`config.mk`:
```
export PLATFORM = sky130hd
export DESIGN_NAME = backlight_zone_current_regs
export DESIGN_NICKNAME = d
export VERILOG_FILES = /design/src/backlight_zone_pkg.sv /design/src/zone_store_if.sv /design/src/backlight_zone_current_regs.sv /design/src/zone_code_store.sv
export VERILOG_INCLUDE_DIRS = /design/src /design/src/src
export SDC_FILE = /design/constraint.sdc
export NUM_CORES = 1
export LEC_CHECK = 0
export ABC_AREA = 1
export BUFFER_PORTS_ARGS = -buffer_cell sky130_fd_sc_hd__buf_4
export CORE_ASPECT_RATIO = 0.6
export CORE_MARGIN = 2
export CORE_UTILIZATION = 55
export DETAILED_ROUTE_END_ITERATION = 10
export GPL_ROUTABILITY_DRIVEN = 0
export PLACE_DENSITY = 0.72
export SLEW_MARGIN = 10
export SYNTH_ARGS = -nofsm -noshare
export SYNTH_HDL_FRONTEND = slang
export SYNTH_SLANG_ARGS = --single-unit
```
`constraint.sdc`:
```
create_clock -name clk -period 6.15 [get_ports clk]
set_clock_uncertainty 0.2 [all_clocks]
set_input_delay 0.615 -clock clk [delete_from_list [all_inputs] [get_ports clk]]
set_output_delay 0.615 -clock clk [all_outputs]
set_load 0.01 [all_outputs]
```
`src/backlight_zone_current_regs.svh`:
```
// Register map constants for the bright and office zone current settings.
// Assumes an 8-bit register pointer on the serial control interface.
`ifndef BACKLIGHT_ZONE_CURRENT_REGS_SVH
`define BACKLIGHT_ZONE_CURRENT_REGS_SVH

`define BRIGHT_MAX_ADDR   8'h0C
`define BRIGHT_DIM_ADDR   8'h0D
`define OFFICE_MAX_ADDR   8'h0E
`define OFFICE_DIM_ADDR   8'h0F
`define ZONE_BLOCK_BASE   6'h03
`define CODE_MSB          6
`define CODE_LSB          0
`define RESERVED_BIT      7
`define CODE_RESET        7'h00
`define CODE_FULL_SCALE   7'h7F
`define DEV_ADDR_DEFAULT  7'h2B

`endif

```
`src/backlight_zone_pkg.sv`:
```
// Types and shared decode for the zone current register bank.
// Assumes backlight_zone_current_regs.svh is on the include path.
`default_nettype none
`include "backlight_zone_current_regs.svh"

package backlight_zone_pkg;

    typedef logic [6:0] code_type;

    typedef enum logic {
        ZONE_BRIGHT = 1'b0,
        ZONE_OFFICE = 1'b1
    } zone_type;

    typedef enum logic [3:0] {
        ST_IDLE      = 4'h0,
        ST_DEV       = 4'h1,
        ST_DEV_ACK   = 4'h2,
        ST_PTR       = 4'h3,
        ST_PTR_ACK   = 4'h4,
        ST_WDATA     = 4'h5,
        ST_WDATA_ACK = 4'h6,
        ST_RDATA     = 4'h7,
        ST_RDATA_ACK = 4'h8
    } state_type;

    function automatic logic is_mapped(input logic [7:0] addr);
        return addr[7:2] == `ZONE_BLOCK_BASE;
    endfunction : is_mapped

    function automatic logic [1:0] reg_index(input logic [7:0] addr);
        return addr[1:0];
    endfunction : reg_index

endpackage : backlight_zone_pkg

`default_nettype wire

```
`src/zone_store_if.sv`:
```
// Connection between the serial front end and the code store.
// Assumes one clock domain shared by both ends.
`default_nettype none

interface zone_store_if;
    import backlight_zone_pkg::*;
    logic       wr_en;
    logic [7:0] wr_addr;
    logic [7:0] wr_data;
    logic [7:0] rd_addr;
    logic [7:0] rd_data;
    code_type   bright_max;
    code_type   bright_dim;
    code_type   office_max;
    code_type   office_dim;

    modport front (output wr_en, wr_addr, wr_data, rd_addr,
                   input rd_data, bright_max, bright_dim, office_max, office_dim);
    modport store (input wr_en, wr_addr, wr_data, rd_addr,
                   output rd_data, bright_max, bright_dim, office_max, office_dim);
endinterface : zone_store_if

`default_nettype wire
```
`src/backlight_zone_current_regs.sv`:
```
// Serial control slave and dim selection for the bright and office zone currents.
// Assumes scl and sda_in are already synchronous to clk; sda is open drain.
`default_nettype none
`include "backlight_zone_current_regs.svh"

module backlight_zone_current_regs #(
    parameter logic [6:0] DEV_ADDR = `DEV_ADDR_DEFAULT // Arbitrary value
) (
    input  wire logic                         clk,
    input  wire logic                         reset_n,
    input  wire logic                         scl,
    input  wire logic                         sda_in,
    output logic                              sda_out,
    output logic                              sda_oe,
    input  wire backlight_zone_pkg::zone_type zone_select,
    input  wire logic                         dim_timeout,
    input  wire logic                         dim_enable,
    output backlight_zone_pkg::code_type      led_code,
    output logic                              dim_active
);
    import backlight_zone_pkg::*;

    zone_store_if bus ();

    zone_code_store u_store (
        .clk     (clk),
        .reset_n (reset_n),
        .bus     (bus)
    );

    state_type  state_reg;
    state_type  state_next;
    logic [3:0] bit_cnt_reg;
    logic [3:0] bit_cnt_next;
    logic [7:0] shift_reg;
    logic [7:0] shift_next;
    logic [7:0] tx_reg;
    logic [7:0] tx_next;
    logic [7:0] ptr_reg;
    logic [7:0] ptr_next;
    logic       acked_reg;
    logic       acked_next;
    logic       wr_en_reg;
    logic       wr_en_next;
    logic [7:0] wr_addr_reg;
    logic [7:0] wr_addr_next;
    logic [7:0] wr_data_reg;
    logic [7:0] wr_data_next;
    logic       sda_oe_reg;
    logic       sda_oe_next;
    logic       scl_reg;
    logic       sda_reg;
    logic       scl_rise;
    logic       scl_fall;
    logic       start_seen;
    logic       stop_seen;

    assign scl_rise   = scl && !scl_reg;
    assign scl_fall   = !scl && scl_reg;
    assign start_seen = scl && scl_reg && sda_reg && !sda_in;
    assign stop_seen  = scl && scl_reg && !sda_reg && sda_in;

    always_comb begin
        state_next   = state_reg;
        bit_cnt_next = bit_cnt_reg;
        shift_next   = shift_reg;
        tx_next      = tx_reg;
        ptr_next     = ptr_reg;
        acked_next   = acked_reg;
        wr_en_next   = 1'b0;
        wr_addr_next = wr_addr_reg;
        wr_data_next = wr_data_reg;
        if (start_seen) begin
            state_next   = ST_DEV;
            bit_cnt_next = 4'h0;
        end else if (stop_seen) begin
            state_next = ST_IDLE;
        end else if (scl_rise) begin
            case (state_reg)
                ST_DEV, ST_PTR, ST_WDATA: begin
                    shift_next   = {shift_reg[6:0], sda_in};
                    bit_cnt_next = bit_cnt_reg + 4'h1;
                end
                ST_RDATA_ACK: acked_next = !sda_in;
                default: ;
            endcase
        end else if (scl_fall) begin
            case (state_reg)
                ST_DEV: begin
                    if (bit_cnt_reg == 4'h8) begin
                        // A different device address drops out until the next start
                        state_next = (shift_reg[7:1] == DEV_ADDR) ? ST_DEV_ACK : ST_IDLE;
                    end
                end
                ST_DEV_ACK: begin
                    bit_cnt_next = 4'h0;
                    if (shift_reg[0]) begin
                        state_next = ST_RDATA;
                        tx_next    = bus.rd_data;
                    end else begin
                        state_next = ST_PTR;
                    end
                end
                ST_PTR: begin
                    if (bit_cnt_reg == 4'h8) begin
                        state_next = ST_PTR_ACK;
                        ptr_next   = shift_reg;
                    end
                end
                ST_PTR_ACK, ST_WDATA_ACK: begin
                    state_next   = ST_WDATA;
                    bit_cnt_next = 4'h0;
                end
                ST_WDATA: begin
                    if (bit_cnt_reg == 4'h8) begin
                        // Every byte is acknowledged; unmapped pointers just store nothing
                        state_next   = ST_WDATA_ACK;
                        wr_en_next   = 1'b1;
                        wr_addr_next = ptr_reg;
                        wr_data_next = shift_reg;
                        ptr_next     = ptr_reg + 8'h01;
                    end
                end
                ST_RDATA: begin
                    if (bit_cnt_reg == 4'h7) begin
                        state_next = ST_RDATA_ACK;
                        acked_next = 1'b0;
                        ptr_next   = ptr_reg + 8'h01;
                    end else begin
                        tx_next      = {tx_reg[6:0], 1'b0};
                        bit_cnt_next = bit_cnt_reg + 4'h1;
                    end
                end
                ST_RDATA_ACK: begin
                    // The read pointer moved many cycles ago, so rd_data is settled
                    bit_cnt_next = 4'h0;
                    tx_next      = bus.rd_data;
                    state_next   = acked_reg ? ST_RDATA : ST_IDLE;
                end
                default: state_next = ST_IDLE;
            endcase
        end
        case (state_next)
            ST_DEV_ACK, ST_PTR_ACK, ST_WDATA_ACK: sda_oe_next = 1'b1;
            ST_RDATA: sda_oe_next = !tx_next[7];
            default: sda_oe_next = 1'b0;
        endcase
    end

    always_ff @(posedge clk or negedge reset_n) begin
        if (!reset_n) begin
            state_reg   <= ST_IDLE;
            bit_cnt_reg <= 4'h0;
            shift_reg   <= 8'h00;
            tx_reg      <= 8'h00;
            ptr_reg     <= 8'h00;
            acked_reg   <= 1'b0;
            wr_en_reg   <= 1'b0;
            wr_addr_reg <= 8'h00;
            wr_data_reg <= 8'h00;
            sda_oe_reg  <= 1'b0;
            scl_reg     <= 1'b1;
            sda_reg     <= 1'b1;
        end else begin
            state_reg   <= state_next;
            bit_cnt_reg <= bit_cnt_next;
            shift_reg   <= shift_next;
            tx_reg      <= tx_next;
            ptr_reg     <= ptr_next;
            acked_reg   <= acked_next;
            wr_en_reg   <= wr_en_next;
            wr_addr_reg <= wr_addr_next;
            wr_data_reg <= wr_data_next;
            sda_oe_reg  <= sda_oe_next;
            scl_reg     <= scl;
            sda_reg     <= sda_in;
        end
    end

    assign bus.wr_en   = wr_en_reg;
    assign bus.wr_addr = wr_addr_reg;
    assign bus.wr_data = wr_data_reg;
    assign bus.rd_addr = ptr_reg;
    assign sda_out     = 1'b0;
    assign sda_oe      = sda_oe_reg;

    code_type led_code_reg;
    code_type led_code_next;
    logic     dim_active_reg;
    logic     dim_active_next;

    always_comb begin
        dim_active_next = dim_timeout || dim_enable;
        if (zone_select == ZONE_OFFICE) begin
            led_code_next = dim_active_next ? bus.office_dim : bus.office_max;
        end else begin
            led_code_next = dim_active_next ? bus.bright_dim : bus.bright_max;
        end
    end

    always_ff @(posedge clk or negedge reset_n) begin
        if (!reset_n) begin
            led_code_reg   <= `CODE_RESET;
            dim_active_reg <= 1'b0;
        end else begin
            led_code_reg   <= led_code_next;
            dim_active_reg <= dim_active_next;
        end
    end

    assign led_code   = led_code_reg;
    assign dim_active = dim_active_reg;

    a_bright_max_write: assert property (@(posedge clk) disable iff (!reset_n)
        bus.wr_en && bus.wr_addr == `BRIGHT_MAX_ADDR
        |=> bus.bright_max == $past(bus.wr_data[6:0]))
        else $error("bright max code not stored");
    a_bright_dim_write: assert property (@(posedge clk) disable iff (!reset_n)
        bus.wr_en && bus.wr_addr == `BRIGHT_DIM_ADDR
        |=> bus.bright_dim == $past(bus.wr_data[6:0]))
        else $error("bright dim code not stored");
    a_dim_output_select: assert property (@(posedge clk) disable iff (!reset_n)
        (dim_enable || dim_timeout) && zone_select == ZONE_BRIGHT
        |=> dim_active && led_code == $past(bus.bright_dim))
        else $error("dim code not applied");
    a_max_output_select: assert property (@(posedge clk) disable iff (!reset_n)
        !dim_enable && !dim_timeout && zone_select == ZONE_OFFICE
        |=> !dim_active && led_code == $past(bus.office_max))
        else $error("max code not applied");
    a_write_lands_code: assert property (@(posedge clk) disable iff (!reset_n)
        state_reg == ST_WDATA && scl_fall && bit_cnt_reg == 4'h8 && !start_seen && !stop_seen
        && ptr_reg == `BRIGHT_MAX_ADDR
        |=> ##1 bus.bright_max == $past(shift_reg[6:0], 2))
        else $error("serial write did not reach the code");

    c_write_strobe: cover property (@(posedge clk) disable iff (!reset_n) bus.wr_en);
    c_read_byte: cover property (@(posedge clk) disable iff (!reset_n)
        state_reg == ST_RDATA ##1 state_reg == ST_RDATA_ACK);
    c_dim_on: cover property (@(posedge clk) disable iff (!reset_n) $rose(dim_active));

endmodule : backlight_zone_current_regs

`default_nettype wire

```
`src/zone_code_store.sv`:
```
// Four 7-bit current codes with a write port and a registered read port.
// Assumes writes are single-cycle strobes from the serial front end.
`default_nettype none
`include "backlight_zone_current_regs.svh"

module zone_code_store (
    input  wire logic   clk,
    input  wire logic   reset_n,
    zone_store_if.store bus
);
    import backlight_zone_pkg::*;

    code_type   code_reg  [4];
    code_type   code_next [4];
    logic [7:0] rd_reg;
    logic [7:0] rd_next;

    always_comb begin
        for (int i = 0; i < 4; i++) begin
            code_next[i] = code_reg[i];
        end
        // Bit 7 of the write data is dropped
        if (bus.wr_en && is_mapped(bus.wr_addr)) begin
            code_next[reg_index(bus.wr_addr)] = bus.wr_data[`CODE_MSB:`CODE_LSB];
        end
        rd_next = 8'h00;
        // Unmapped pointers and the reserved bit read as zero
        if (is_mapped(bus.rd_addr)) begin
            rd_next = {1'b0, code_reg[reg_index(bus.rd_addr)]};
        end
    end

    always_ff @(posedge clk or negedge reset_n) begin
        if (!reset_n) begin
            for (int i = 0; i < 4; i++) begin
                code_reg[i] <= `CODE_RESET;
            end
            rd_reg <= 8'h00;
        end else begin
            code_reg <= code_next;
            rd_reg   <= rd_next;
        end
    end

    assign bus.rd_data    = rd_reg;
    assign bus.bright_max = code_reg[0];
    assign bus.bright_dim = code_reg[1];
    assign bus.office_max = code_reg[2];
    assign bus.office_dim = code_reg[3];

    a_reserved_reads_zero: assert property (@(posedge clk) disable iff (!reset_n)
        bus.rd_data[`RESERVED_BIT] == 1'b0)
        else $error("reserved bit read back as one");
    a_unmapped_reads_zero: assert property (@(posedge clk) disable iff (!reset_n)
        !is_mapped(bus.rd_addr) |=> bus.rd_data == 8'h00)
        else $error("unmapped pointer returned data");
    a_office_max_write: assert property (@(posedge clk) disable iff (!reset_n)
        bus.wr_en && bus.wr_addr == `OFFICE_MAX_ADDR
        |=> bus.office_max == $past(bus.wr_data[6:0]))
        else $error("office max code not stored");
    a_office_dim_write: assert property (@(posedge clk) disable iff (!reset_n)
        bus.wr_en && bus.wr_addr == `OFFICE_DIM_ADDR
        |=> bus.office_dim == $past(bus.wr_data[6:0]))
        else $error("office dim code not stored");

endmodule : zone_code_store

`default_nettype wire

```
==> results_dict.tcl <==
set metrics [dict create \
    cpPeakStageDelay_ns 0.80 \
    area_delta_synth_final_pct 10.3 \
    antenna_found_initial 0 \
    dp_hpwl_mm 7.60 \
    startpoint_type "register" \
    power_density_nw_per_um2 269 \
    rsz0062_at_grt "false" \
    yosysTopAreaCellShare_pct 50.3 \
    clock-sinks 95 \
    synthArstFlopShare_pct 100 \
    postRouteAntennaNets 0 \
    die_h_um 75.0 \
    clk_pin_slew_ns 0.07 \
    yosysMostFrequentCell "nand2_1" \
    ys_ff_latch 95 \
    r2r-start "bit_cnt_reg[0]$_DFFE_PN0P_" \
    synthFlopType "dfrtp_1" \
    min_period_ns 2.78 \
    drc 0 \
    design.die.area_um2 9180 \
    htree_levels 3 \
    peakVddDrop_uv 161 \
    worst_slew_pin_slew_ns 0.925 \
    crit_chain "inv_1, ha_1, nand2_1, nor2_1, nand4_1, mux2_2" \
    grt_max_degree 77 \
    synth_nets 577 \
    fmax_mhz 360 \
    synth.distinct_cells 36 \
    grt_pass1_vias 3492 \
    worst_skew_pair.late_latency_ns 0.34 \
    slew_headroom_pct 38.4 \
    reg2reg_depth 6 \
    path_class "reg2reg" \
    avgSynthCellArea_um2 8.23 \
    fp.dieW_um 122 \
    synth-seq-area-share_pct 51.5 \
    r2r_end "bus.wr_addr[7]$_DFFE_PN0P_" \
    crit_buf_inv 1 \
    row_count 25 \
    yosysTopAreaCell "dfrtp_1" \
    crit_cells 6 \
    netlist_top_cells_area "dfrtp_1 50%, nand2_1 9.9%, o21ai_0 9.2%, inv_1 4.8%, nor2_1 4.2%" \
    grt_pass1_wl_mm 17.8 \
    num_vias 3899 \
    reg2reg_setup_slack_ns 3.37 \
    initial_core_util_pct 57.7 \
    setup_viol 0 \
    vias_per_cell 5.71 \
    io_pins 17 \
    overflow 0 \
    crit_arrival_ns 2.80 \
    crit_start "bit_cnt_reg[0]$_DFFE_PN0P_" \
    final_util_pct 63.7 \
    final_nets 586 \
    endpoint "bus.wr_addr[7]$_DFFE_PN0P_" \
    p_leak_nw 2.39 \
    cp_slowest_cell "nand4_1" \
    end_kind "register" \
    cts_buffers 9 \
    final-hold-violation-count 0 \
    route.detailed.wl_per_inst_um 15.8 \
    core_um2 8010 \
    slew_viol_final 0 \
    drive_above_1_share_pct 9.57 \
    drt-pass1-iter-count 5 \
    post-route-period-util_pct 45.2 \
    synth_top_cells_by_count "122 x nand2_1, 93 x dfrtp_1, 85 x o21ai_0" \
    cts_tree "yes" \
    whs_path_depth 1 \
    crit_family "simple AND/OR/NAND/NOR gates" \
    io_buffers 15 \
    cts_root_buffer "clkbuf_16" \
    postSynthCellCount 562 \
    cp_max_fo 29 \
    status "finished clean" \
    cap_viol_max_count 0 \
    clock_path_buffers 2 \
    dp_cells 667 \
    synthesis.area_um2 4620 \
    n_antenna_cell 0 \
    yosys_warnings 0 \
    drtIter0Drc 399 \
    wl_mm 10.8 \
    holdCritPathClass "in2reg" \
    synth-edff-count 0 \
    setup_tns_ns 0 \
    final_cells 683 \
    grt.total_usage_pct 25.9 \
    cp_data_required_time_ns 6.17 \
]
==> routing by layer <==
metal	vias to the layer above	wire (um)	track usage [%]
met5	-	0	0
met4	0	185	8.30
met3	27	1130	6.74
met2	204	4240	34.1
met1	1815	5240	41.0
li1	1853	-	-
==> cells by family (layout without fill, tap and decap cells) <==
kind of cell | after synthesis | after routing | share of synthesized area [%]
buf+inv | 81 | 94 | 6.96
fa+ha+maj | 8 | 8 | 2.17
simple gates | 226 | 226 | 21.1
flops | 95 | 95 | 51.5
mux | 1 | 1 | 0.244
other cells | 1 | 1 | 0.0811
xor+xnor | 4 | 4 | 0.758
compound gates | 146 | 146 | 17.2
==> how the worst min path moves through the flow <==
stage                                           startpoint                    end
after floorplan                                    reset_n  acked_reg$_DFFE_PN0P_
after global placement                 tx_reg[7]$_DFF_PN0_    tx_reg[7]$_DFF_PN0_
after detailed placement  u_store.bus.rd_data[0]$_DFF_PN0_  tx_reg[0]$_DFFE_PN0P_
after CTS                                           sda_in      sda_reg$_DFF_PN1_
after global routing                                sda_in      sda_reg$_DFF_PN1_
final                                               sda_in      sda_reg$_DFF_PN1_
==> cell type report <==
type / instances / area, um^2
sequential: 95 / 2380
multi-input combinational: 386 / 1920
inverter: 62 / 233
fill: 691 / 2910
clock inverter: 5 / 58.8
tap: 108 / 135
timing repair buffer: 17 / 130
clock buffer: 10 / 239
==> metrics by stage <==
stage          setup slack [ns]  total power [mW]  hold WS [ns]  area (um^2)
2_1_floorplan              4.14             0.770         0.119         4620
3_3_place_gp               3.53             0.818         0.254         4790
3_5_place_dp               3.48             0.825         0.257         4790
4_1_cts                    3.46              1.38         0.194         5100
5_1_grt                    3.14              1.43         0.191         5100
6_report                   3.37              1.37         0.202         5100
==> worst register-to-register path, delay by kind of cell, from the launching register on <==
kind	cells	cell delay (ns)
and+or+nand+nor	3	1.18
muxes	1	0.56
DFF	1	0.40
adders and majority gates	1	0.20
buffers and inverters	1	0.11
==> report_power, final <==
group	internal, mW	total (mW)	switching [mW]
Sequential	0.653	0.678	0.0251
Combinational	0.0443	0.140	0.0954
Clock	0.324	0.553	0.230
Total	1.02	1.37	0.350
==> placed cells by master (no fill, tap or decap), types with 4 or more instances in the layout <==
master     Yosys  final
a21oi_1       23     23
a22oi_1        6      6
buf_4          1     16
clkbuf_16      0      9
dfrtp_1       93     93
ha_1           8      8
inv_1         59     59
nand2_1      122    122
nand2_2        4      4
nand3_1       30     30
nor2_1        52     52
o211ai_1       7      7
o21ai_0       85     85
o21ai_1       16     16
o22ai_1        4      4
==> repair_timing <==
action,CTS,global route
hold buffers,1,0
setup buffers,0,0
endpoints found under the hold margin,19,0
gates resized for setup,0,0
Note: power is estimated with default switching activity, not from simulation.
